## src/mad_pkg.sv

```systemverilog
// Package for the motion activity/inactivity detector: constants, modes and carriers
`default_nettype none
package mad_pkg;
    localparam int SAMPLE_W = 16;
    localparam int TIMER_W = 16;
    localparam int N_AXES = 3;
    // Operating mode codes on the 4-bit mode port
    localparam logic [3:0] OPM_STANDBY = 4'h0;
    localparam logic [3:0] OPM_HEART_SOUND = 4'h1;
    localparam logic [3:0] OPM_ULTRA_LOW_POWER = 4'h2;
    localparam logic [3:0] OPM_VERY_LOW_POWER = 4'h3;
    // Longest activity filter, in seconds, and fastest motion sample rate in Hz
    localparam int ACT_TIME_MAX_S = 20;
    localparam int MOTION_ODR_MAX_HZ = 500;
    localparam int ACT_TIME_MAX_SAMPLES = ACT_TIME_MAX_S * MOTION_ODR_MAX_HZ;
    localparam logic [TIMER_W-1:0] TIMER_RST = 16'h0000;
    localparam logic [SAMPLE_W-1:0] THRESH_RST = 16'h0000;

    typedef enum logic [1:0] {
        MAD_LINK_DEFAULT,
        MAD_LINK_LINKED,
        MAD_LINK_LOOP,
        MAD_LINK_RSVD
    } mad_link_t;

    typedef struct packed {
        logic [SAMPLE_W-1:0] x;
        logic [SAMPLE_W-1:0] y;
        logic [SAMPLE_W-1:0] z;
    } mad_sample_t;

    typedef struct packed {
        logic enable;
        logic referenced;
        logic [N_AXES-1:0] axis_en;
        logic [SAMPLE_W-1:0] thresh;
        logic [TIMER_W-1:0] time_cnt;
    } mad_det_cfg_t;
endpackage
`default_nettype wire

```

## src/mad_timer.sv

```systemverilog
// Consecutive-sample timer for one detector
`timescale 1ns/10ps
`default_nettype none
module mad_timer #(
    parameter int TIMER_W = 16
) (
    input wire logic clk_i,
    input wire logic sys_rst_i,
    input wire logic clear_i,
    input wire logic step_i,
    input wire logic qual_i,
    input wire logic [TIMER_W-1:0] limit_i,
    output logic fire_o
);
    logic [TIMER_W-1:0] cnt_ff;
    logic [TIMER_W-1:0] nxt_cnt;
    logic fire_ff;
    logic nxt_fire;

    if (TIMER_W < 1 || TIMER_W > 31) begin : g_bad_width
        $error("mad_timer: bad TIMER_W");
    end

    always_comb begin
        nxt_cnt = cnt_ff;
        nxt_fire = 1'b0;
        if (clear_i) begin
            nxt_cnt = '0;
        end else if (step_i) begin
            if (!qual_i) begin
                nxt_cnt = '0;
            end else if ({1'b0, cnt_ff} + 1'b1 > {1'b0, limit_i}) begin
                // Limit zero means a single sample suffices
                nxt_fire = 1'b1;
                nxt_cnt = '0;
            end else begin
                nxt_cnt = cnt_ff + 1'b1;
            end
        end
    end

    always_ff @(posedge clk_i) begin
        if (sys_rst_i) begin
            cnt_ff <= '0;
            fire_ff <= 1'b0;
        end else begin
            cnt_ff <= nxt_cnt;
            fire_ff <= nxt_fire;
        end
    end

    assign fire_o = fire_ff;
endmodule
`default_nettype wire

```

## src/mad_detector.sv

```systemverilog
// Activity/inactivity detection with reference tracking and link modes
`timescale 1ns/10ps
`default_nettype none
// Summary of operation
// - Referenced activity needs |accel - reference| above threshold for the set time.
// - Activity reference recaptured at enable, link re-arm, or unlinked repeat.
// - Activity filter spans one sample up to 20 seconds; short bursts ignored.
// - Inactivity needs every enabled axis below threshold for the set time.
// - Absolute inactivity compares raw samples over consecutive sample count.
// - Referenced inactivity sample is quiet when |accel - reference| below threshold.
// - Inactivity reference captured at start and at each inactivity event only.
// - First measurement uses absolute compare until a reference is captured.
// - Both detectors disabled after reset until host enables them.
// - Default mode runs both; each flag holds until host reads it.
// - Linked mode runs one detector at a time, alternating after events.
// - Linked mode arms activity first; next armed after host service.
// - Loop mode alternates and clears events itself, no host service.
// - Activity when any enabled axis exceeds threshold; disabled axes ignored.
// - Absolute activity compares raw sample magnitudes against threshold.
// - Events set status flags outside loop mode, each optionally routed to interrupt output.
// - Detection works only in very-low, ultra-low power and heart sound modes.
module mad_detector
    import mad_pkg::*;
#(
    parameter int AXES = mad_pkg::N_AXES
) (
    input wire logic clk_i,
    input wire logic sys_rst_i,
    input wire logic [3:0] op_mode_i,
    input wire mad_pkg::mad_link_t link_mode_i,
    input wire mad_pkg::mad_det_cfg_t act_cfg_i,
    input wire mad_pkg::mad_det_cfg_t inact_cfg_i,
    input wire logic sample_valid_i,
    input wire mad_pkg::mad_sample_t sample_i,
    input wire logic act_read_i,
    input wire logic inact_read_i,
    input wire logic act_int_map_i,
    input wire logic inact_int_map_i,
    output logic act_flag_o,
    output logic inact_flag_o,
    output logic act_armed_o,
    output logic inact_armed_o,
    output logic motion_int_o
);
    import mad_pkg::*;

    // The timer must hold the longest activity filter without wrapping
    if (AXES != N_AXES || (2 ** TIMER_W) <= ACT_TIME_MAX_SAMPLES) begin : g_bad_cfg
        $error("mad_detector: unsupported axis count or timer width");
    end

    // ****************************************
    // Mode and sample qualification
    // ****************************************
    logic motion_mode;
    logic measuring;
    logic step;
    logic [SAMPLE_W-1:0] axis_val [AXES];

    assign motion_mode = (op_mode_i == OPM_VERY_LOW_POWER) ||
                         (op_mode_i == OPM_ULTRA_LOW_POWER) ||
                         (op_mode_i == OPM_HEART_SOUND);
    assign measuring = (op_mode_i != OPM_STANDBY);
    assign step = sample_valid_i && motion_mode;
    assign axis_val[0] = sample_i.x;
    assign axis_val[1] = sample_i.y;
    assign axis_val[2] = sample_i.z;

    // ****************************************
    // State registers
    // ****************************************
    mad_sample_t act_ref_ff, nxt_act_ref;
    mad_sample_t inact_ref_ff, nxt_inact_ref;
    logic act_ref_ok_ff, nxt_act_ref_ok;
    logic inact_ref_ok_ff, nxt_inact_ref_ok;
    logic act_flag_ff, nxt_act_flag;
    logic inact_flag_ff, nxt_inact_flag;
    logic act_arm_ff, nxt_act_arm;
    logic inact_arm_ff, nxt_inact_arm;
    logic meas_d_ff, nxt_meas_d;
    logic act_en_d_ff, nxt_act_en_d;
    logic inact_en_d_ff, nxt_inact_en_d;
    logic act_reref_ff, nxt_act_reref;
    logic int_ff, nxt_int;

    // ****************************************
    // Per-axis comparisons
    // ****************************************
    logic [AXES-1:0] act_hit;
    logic [AXES-1:0] inact_quiet;
    logic [SAMPLE_W-1:0] act_ref_v [AXES];
    logic [SAMPLE_W-1:0] inact_ref_v [AXES];
    assign act_ref_v[0] = act_ref_ff.x;
    assign act_ref_v[1] = act_ref_ff.y;
    assign act_ref_v[2] = act_ref_ff.z;
    assign inact_ref_v[0] = inact_ref_ff.x;
    assign inact_ref_v[1] = inact_ref_ff.y;
    assign inact_ref_v[2] = inact_ref_ff.z;

    // Signed samples; magnitude computed one bit wider so full-scale swings do not wrap
    function automatic logic [SAMPLE_W:0] mag(input logic [SAMPLE_W:0] v);
        mag = v[SAMPLE_W] ? (~v + 1'b1) : v;
    endfunction

    genvar g;
    generate
        for (g = 0; g < AXES; g++) begin : g_axis
            logic [SAMPLE_W:0] raw;
            logic [SAMPLE_W:0] a_dev;
            logic [SAMPLE_W:0] i_dev;
            logic [SAMPLE_W:0] a_cmp;
            logic [SAMPLE_W:0] i_cmp;
            assign raw = {axis_val[g][SAMPLE_W-1], axis_val[g]};
            assign a_dev = raw - {act_ref_v[g][SAMPLE_W-1], act_ref_v[g]};
            assign i_dev = raw - {inact_ref_v[g][SAMPLE_W-1], inact_ref_v[g]};
            // Referenced compare only once a reference exists
            assign a_cmp = (act_cfg_i.referenced && act_ref_ok_ff) ?
                           mag(a_dev) : mag(raw);
            assign i_cmp = (inact_cfg_i.referenced && inact_ref_ok_ff) ?
                           mag(i_dev) : mag(raw);
            assign act_hit[g] = act_cfg_i.axis_en[g] &&
                                (a_cmp > {1'b0, act_cfg_i.thresh});
            assign inact_quiet[g] = !inact_cfg_i.axis_en[g] ||
                                    (i_cmp < {1'b0, inact_cfg_i.thresh});
        end
    endgenerate

    // ****************************************
    // Timers
    // ****************************************
    logic act_run;
    logic inact_run;
    logic act_fire;
    logic inact_fire;
    logic linking;

    assign linking = (link_mode_i == MAD_LINK_LINKED) || (link_mode_i == MAD_LINK_LOOP);
    // A held flag blocks re-firing in default mode; armed state gates linked modes
    assign act_run = act_cfg_i.enable && !act_flag_ff && (!linking || act_arm_ff);
    assign inact_run = inact_cfg_i.enable && !inact_flag_ff &&
                       (!linking || inact_arm_ff);

    mad_timer #(.TIMER_W(TIMER_W)) u_act_timer (
        .clk_i(clk_i),
        .sys_rst_i(sys_rst_i),
        .clear_i(!act_run),
        .step_i(step),
        .qual_i(|act_hit),
        .limit_i(act_cfg_i.time_cnt),
        .fire_o(act_fire)
    );

    mad_timer #(.TIMER_W(TIMER_W)) u_inact_timer (
        .clk_i(clk_i),
        .sys_rst_i(sys_rst_i),
        .clear_i(!inact_run),
        .step_i(step),
        .qual_i(&inact_quiet),
        .limit_i(inact_cfg_i.time_cnt),
        .fire_o(inact_fire)
    );

    // ****************************************
    // Event, arming and reference control
    // ****************************************
    always_comb begin
        nxt_act_ref = act_ref_ff;
        nxt_inact_ref = inact_ref_ff;
        nxt_act_ref_ok = act_ref_ok_ff;
        nxt_inact_ref_ok = inact_ref_ok_ff;
        nxt_act_flag = act_flag_ff;
        nxt_inact_flag = inact_flag_ff;
        nxt_act_arm = act_arm_ff;
        nxt_inact_arm = inact_arm_ff;
        nxt_meas_d = measuring;
        nxt_act_en_d = act_cfg_i.enable;
        nxt_inact_en_d = inact_cfg_i.enable;
        nxt_act_reref = act_reref_ff;

        // Host read clears; a same-cycle event wins below
        if (act_read_i && link_mode_i != MAD_LINK_LOOP) begin
            nxt_act_flag = 1'b0;
            if (link_mode_i == MAD_LINK_LINKED && act_flag_ff) begin
                nxt_inact_arm = 1'b1;
            end
        end
        if (inact_read_i && link_mode_i != MAD_LINK_LOOP) begin
            nxt_inact_flag = 1'b0;
            if (link_mode_i == MAD_LINK_LINKED && inact_flag_ff) begin
                nxt_act_arm = 1'b1;
                nxt_act_reref = 1'b1;
            end
        end

        if (act_fire) begin
            nxt_act_flag = (link_mode_i != MAD_LINK_LOOP);
            nxt_act_arm = 1'b0;
            if (link_mode_i == MAD_LINK_LOOP) begin
                nxt_inact_arm = 1'b1;
            end
            if (!linking) begin
                nxt_act_reref = 1'b1;
            end
        end
        if (inact_fire) begin
            nxt_inact_flag = (link_mode_i != MAD_LINK_LOOP);
            nxt_inact_arm = 1'b0;
            nxt_inact_ref = sample_i;
            nxt_inact_ref_ok = 1'b1;
            if (link_mode_i == MAD_LINK_LOOP) begin
                nxt_act_arm = 1'b1;
                nxt_act_reref = 1'b1;
            end
        end

        // Pending activity recapture taken on the next sample once detection resumes
        if (act_reref_ff && step && act_run && !act_fire) begin
            nxt_act_ref = sample_i;
            nxt_act_ref_ok = 1'b1;
            nxt_act_reref = 1'b0;
        end

        // Entering measurement or switching a function on starts fresh
        if ((measuring && !meas_d_ff) || (act_cfg_i.enable && !act_en_d_ff)) begin
            nxt_act_ref_ok = 1'b0;
            nxt_act_reref = 1'b1;
        end
        if ((measuring && !meas_d_ff) || (inact_cfg_i.enable && !inact_en_d_ff)) begin
            nxt_inact_ref_ok = 1'b0;
        end
        if (inact_cfg_i.enable && !inact_ref_ok_ff && step && !inact_fire &&
            !(measuring && !meas_d_ff)) begin
            nxt_inact_ref = sample_i;
            nxt_inact_ref_ok = 1'b1;
        end

        // Standby reloads the linked start point: activity first
        if (!measuring) begin
            nxt_act_arm = 1'b1;
            nxt_inact_arm = 1'b0;
        end

        nxt_int = (nxt_act_flag && act_int_map_i) || (nxt_inact_flag && inact_int_map_i);
    end

    always_ff @(posedge clk_i) begin
        if (sys_rst_i) begin
            act_ref_ff <= '0;
            inact_ref_ff <= '0;
            act_ref_ok_ff <= 1'b0;
            inact_ref_ok_ff <= 1'b0;
            act_flag_ff <= 1'b0;
            inact_flag_ff <= 1'b0;
            act_arm_ff <= 1'b1;
            inact_arm_ff <= 1'b0;
            meas_d_ff <= 1'b0;
            act_en_d_ff <= 1'b0;
            inact_en_d_ff <= 1'b0;
            act_reref_ff <= 1'b0;
            int_ff <= 1'b0;
        end else begin
            act_ref_ff <= nxt_act_ref;
            inact_ref_ff <= nxt_inact_ref;
            act_ref_ok_ff <= nxt_act_ref_ok;
            inact_ref_ok_ff <= nxt_inact_ref_ok;
            act_flag_ff <= nxt_act_flag;
            inact_flag_ff <= nxt_inact_flag;
            act_arm_ff <= nxt_act_arm;
            inact_arm_ff <= nxt_inact_arm;
            meas_d_ff <= nxt_meas_d;
            act_en_d_ff <= nxt_act_en_d;
            inact_en_d_ff <= nxt_inact_en_d;
            act_reref_ff <= nxt_act_reref;
            int_ff <= nxt_int;
        end
    end

    // ****************************************
    // Outputs
    // ****************************************
    assign act_flag_o = act_flag_ff;
    assign inact_flag_o = inact_flag_ff;
    assign act_armed_o = act_arm_ff;
    assign inact_armed_o = inact_arm_ff;
    assign motion_int_o = int_ff;
endmodule
`default_nettype wire

```

## config.mk

```make
export PLATFORM = sky130hd
export DESIGN_NAME = mad_detector
export DESIGN_NICKNAME = d
export VERILOG_FILES = /design/src/mad_pkg.sv /design/src/mad_timer.sv /design/src/mad_detector.sv
export SDC_FILE = /design/constraint.sdc
export NUM_CORES = 1
export LEC_CHECK = 0
export ABC_AREA = 1
export BUFFER_PORTS_ARGS = -buffer_cell sky130_fd_sc_hd__buf_4
export CAP_MARGIN = 20
export CORE_MARGIN = 4
export CORE_UTILIZATION = 55
export CTS_BUF_LIST = sky130_fd_sc_hd__clkbuf_4 sky130_fd_sc_hd__clkbuf_8 sky130_fd_sc_hd__clkbuf_16
export CTS_CLUSTER_SIZE = 20
export DETAILED_ROUTE_END_ITERATION = 7
export PLACE_DENSITY = 0.74
export SLEW_MARGIN = 20
export SYNTH_ARGS = -nofsm -noshare
export SYNTH_HDL_FRONTEND = slang
export SYNTH_SLANG_ARGS = --single-unit
```

## constraint.sdc

```tcl
create_clock -name clk_i -period 4.9 [get_ports clk_i]
set_input_delay 0.245 -clock clk_i [delete_from_list [all_inputs] [get_ports clk_i]]
set_output_delay 0.245 -clock clk_i [all_outputs]
set_load 0.05 [all_outputs]
```

==> run_results.csv <==
group,metric,value,unit
synth,synth_seq_cells,141,
place,dpl.hpwl,47500,µm
timing,tightest_slew,1.04,ns
global_routing,grt_antenna_before_repair,0,
synth,synth_cell_type_count,52,
cells_and_area,nFillCells,3439,
global_routing,grt_pass1_wl,94500,µm
worst_setup_path,critical_path_required,5.22,ns
timing,layout_setup_ws,0.473,ns
timing,fin_crit_sh,0.904,
route,route.met2.wl,26600,µm
worst_setup_path,critical-path-slowest-cell,"fa_1",
place,numPortBuffers,139,
clock_tree,cts_tree,"built",
clock_tree,clk_path_buf_depth,2,
clock_tree,clkLatencyLatePin,0.46,ns
floorplan,io_pins,140,
power_and_ir_drop,vdd_ir_drop_max,0.266,mV
place,dpl_worst_slack,0.224,ns
floorplan,die_x,195,µm
cells_and_area,layout_common_cells,"nand2_1, inv_1, a21oi_1, nor2_1, ha_1",
synth,synthTopCellsByArea,"nand2_1, ha_1, dfxtp_1",
worst_setup_path,cp_common_cell,"nand2_1",
place,place_congestion,0.966,
synth,synthFlopType,"dfxtp_1",
floorplan,start_util,0.556,
route,dr_wl_met3,3090,µm
route,wl,59200,µm
run,maxCapViolCount,0,
worst_setup_path,crit_type,"flip-flop to flip-flop",
floorplan,die_y,195,µm
timing,finalSetupViolations,0,
hold_path,min_path_type,"primary input to flip-flop",
power_and_ir_drop,power_density,197,mW/mm²
timing,skew,0.00919,ns
cells_and_area,diodes,0,
timing,hold-worst-slack,0.0544,ns
place,place_inst,3816,
synth,avgSynthCellArea,5.83,µm²
synth,yosysTopAreaCellShare,0.181,
cells_and_area,register_area,0.00282,mm²
cells_and_area,final_nets,3757,
clock_tree,htree_levels,4,
synth,synthArstFlopShare,0,
worst_setup_path,slowest_delay,0.39,ns
clock_tree,cts.clk_slew.worst_paths,0.07,ns
cells_and_area,final_cells,3850,
floorplan,fp.dieArea,0.0379,mm²
route,m1WireLength,27000,µm
floorplan,fp.coreArea,0.0345,mm²
cells_and_area,drive_above_1_share,0.0701,
cells_and_area,area_growth,10.6,%
worst_setup_path,cp-end-kind,"flip-flop",
outcome,status,"complete, no violations",
timing,finalSetupTns,0,ns
route,vias,20843,
synth,synth_cells,3282,
route,first_pass_iters,8,
synth,synth_fp_nets,3657,
power_and_ir_drop,p_leak,0.0110,µW
cells_and_area,final_common_cell,"nand2_1",
timing,slew_violations,0,
clock_tree,clkSinkCount,141,
timing,slew_headroom,0.305,
timing,fmax,226,MHz
route,drtIter0Drc,1315,
timing,hold_viol_final,0,
timing,rsz0062_at_grt,"no",
global_routing,first_global_vias,19034,
clock_tree,cts_buffers,17,
clock_tree,cts-root-buf,"clkbuf_16",
worst_setup_path,worstPathArrival,4.74,ns
worst_setup_path,critPathLaunchType,"flip-flop",
route,via_per_inst,5.41,
synth,synth.largest_area_cell,"nand2_1",
floorplan,rows,68,
route,wl_per_cell,15.4,µm
global_routing,grt_use_total,0.302,
route,remaining_drc_errors,0,
global_routing,grt_max_degree,99,
cells_and_area,multi_input_area,0.0140,mm²
synth,yosysWarnings,0,
timing,period_needed,4.43,ns
worst_setup_path,path_max_fanout,17,
global_routing,grt_overflow_total,0,
synth,synth_area,0.0191,mm²
route,drtAntennaViolNets,0,
synth,synth_edf_count,0,
route,routed.top_layer,"met4",
synth,seq_area_frac_synth,0.147,
-- critical path, delay by kind of cell, from the launching register on --
| family | cells | cell delay, ns |
|---|---|---|
| adder cells (fa/ha/maj) | 3 | 0.90 |
| XOR/XNOR | 1 | 0.15 |
| buffers and inverters | 2 | 0.42 |
| flip-flops | 1 | 0.31 |
| AND/OR/NAND/NOR | 22 | 2.10 |
| AO/OA/AOI/OAI | 3 | 0.43 |
-- report_power, final --
group	switching, µW	internal, µW
sequential	4.89	1160
combinational	1070	593
clock	618	730
-- cells in the mapped netlist (all sizes together), types with 7 or more instances --
| master | number |
|---|---|
| o22ai | 8 |
| a21oi | 283 |
| nor2 | 284 |
| nand4 | 68 |
| nand3 | 191 |
| o21ai | 195 |
| xor2 | 111 |
| dfxtp | 141 |
| o21bai | 7 |
| clkbuf | 61 |
| and2 | 8 |
| nand2 | 945 |
| xnor2 | 26 |
| inv | 547 |
| o211ai | 8 |
| nand3b | 32 |
| nor3 | 53 |
| buf | 12 |
| ha | 234 |
-- through the flow --
| stage | util | power [µW] | area [µm²] |
|---|---|---|---|
| finish | 0.615 | 4180 | 21200 |
| floorplan | - | 2350 | 19100 |
| detailed placement | 0.597 | 2830 | 20600 |
| global route | 0.615 | 4470 | 21200 |
| CTS | 0.615 | 4190 | 21200 |
| global placement | 0.597 | 2790 | 20600 |
-- layout make-up --
type | instances | share of cell area
tap | 455 | 0.0269
clock buffer | 18 | 0.0207
inverter | 549 | 0.0973
timing repair buffer | 154 | 0.0554
multi-input combinational | 2519 | 0.660
sequential | 141 | 0.133
clock inverter | 14 | 0.00685
-- timing repair --
item                       CTS  global route
gates resized for setup      0             2
hold buffers                 2             0
setup endpoints to repair    0            16
buffers inserted             0             0
hold endpoints to repair     1             0
-- worst paths after layout --
kind                                 startpoint                     end  slack (ns)  depth (start not counted)
worst max register to register   act_ref_ff[32]  u_act_timer.cnt_ff[13]        0.47                         31
worst max-delay path             act_ref_ff[32]  u_act_timer.cnt_ff[13]        0.47                         31
worst min-delay path            inact_cfg_i[36]           inact_en_d_ff        0.05                          3
worst min register to register   act_ref_ff[38]          act_ref_ff[38]        0.46                          2
-- metal layers --
layer,up-vias,track usage
met5,-,0
met4,0,0.136
met3,141,0.0317
met2,622,0.490
met1,9308,0.406
li1,10772,-
-- registers in the layout, indices dropped and copies added (netlist names), 16 cells and up --
name	flops
u_act_timer.cnt_ff	16
inact_ref_ff	48
u_inact_timer.cnt_ff	16
act_ref_ff	48
-- cells by family (layout without fill, tap and decap cells) --
kind of cell,Yosys count,count (layout),synth area share
AOI/OAI and AO/OA,535,535,0.147
muxes,5,5,0.00261
and+or+nand+nor,1602,1602,0.356
buffers and inverters,622,735,0.124
xor gates and xnor gates,137,137,0.0638
DFF,141,141,0.147
adders and majority gates,240,240,0.159
Note: power is estimated with default switching activity, not from simulation.
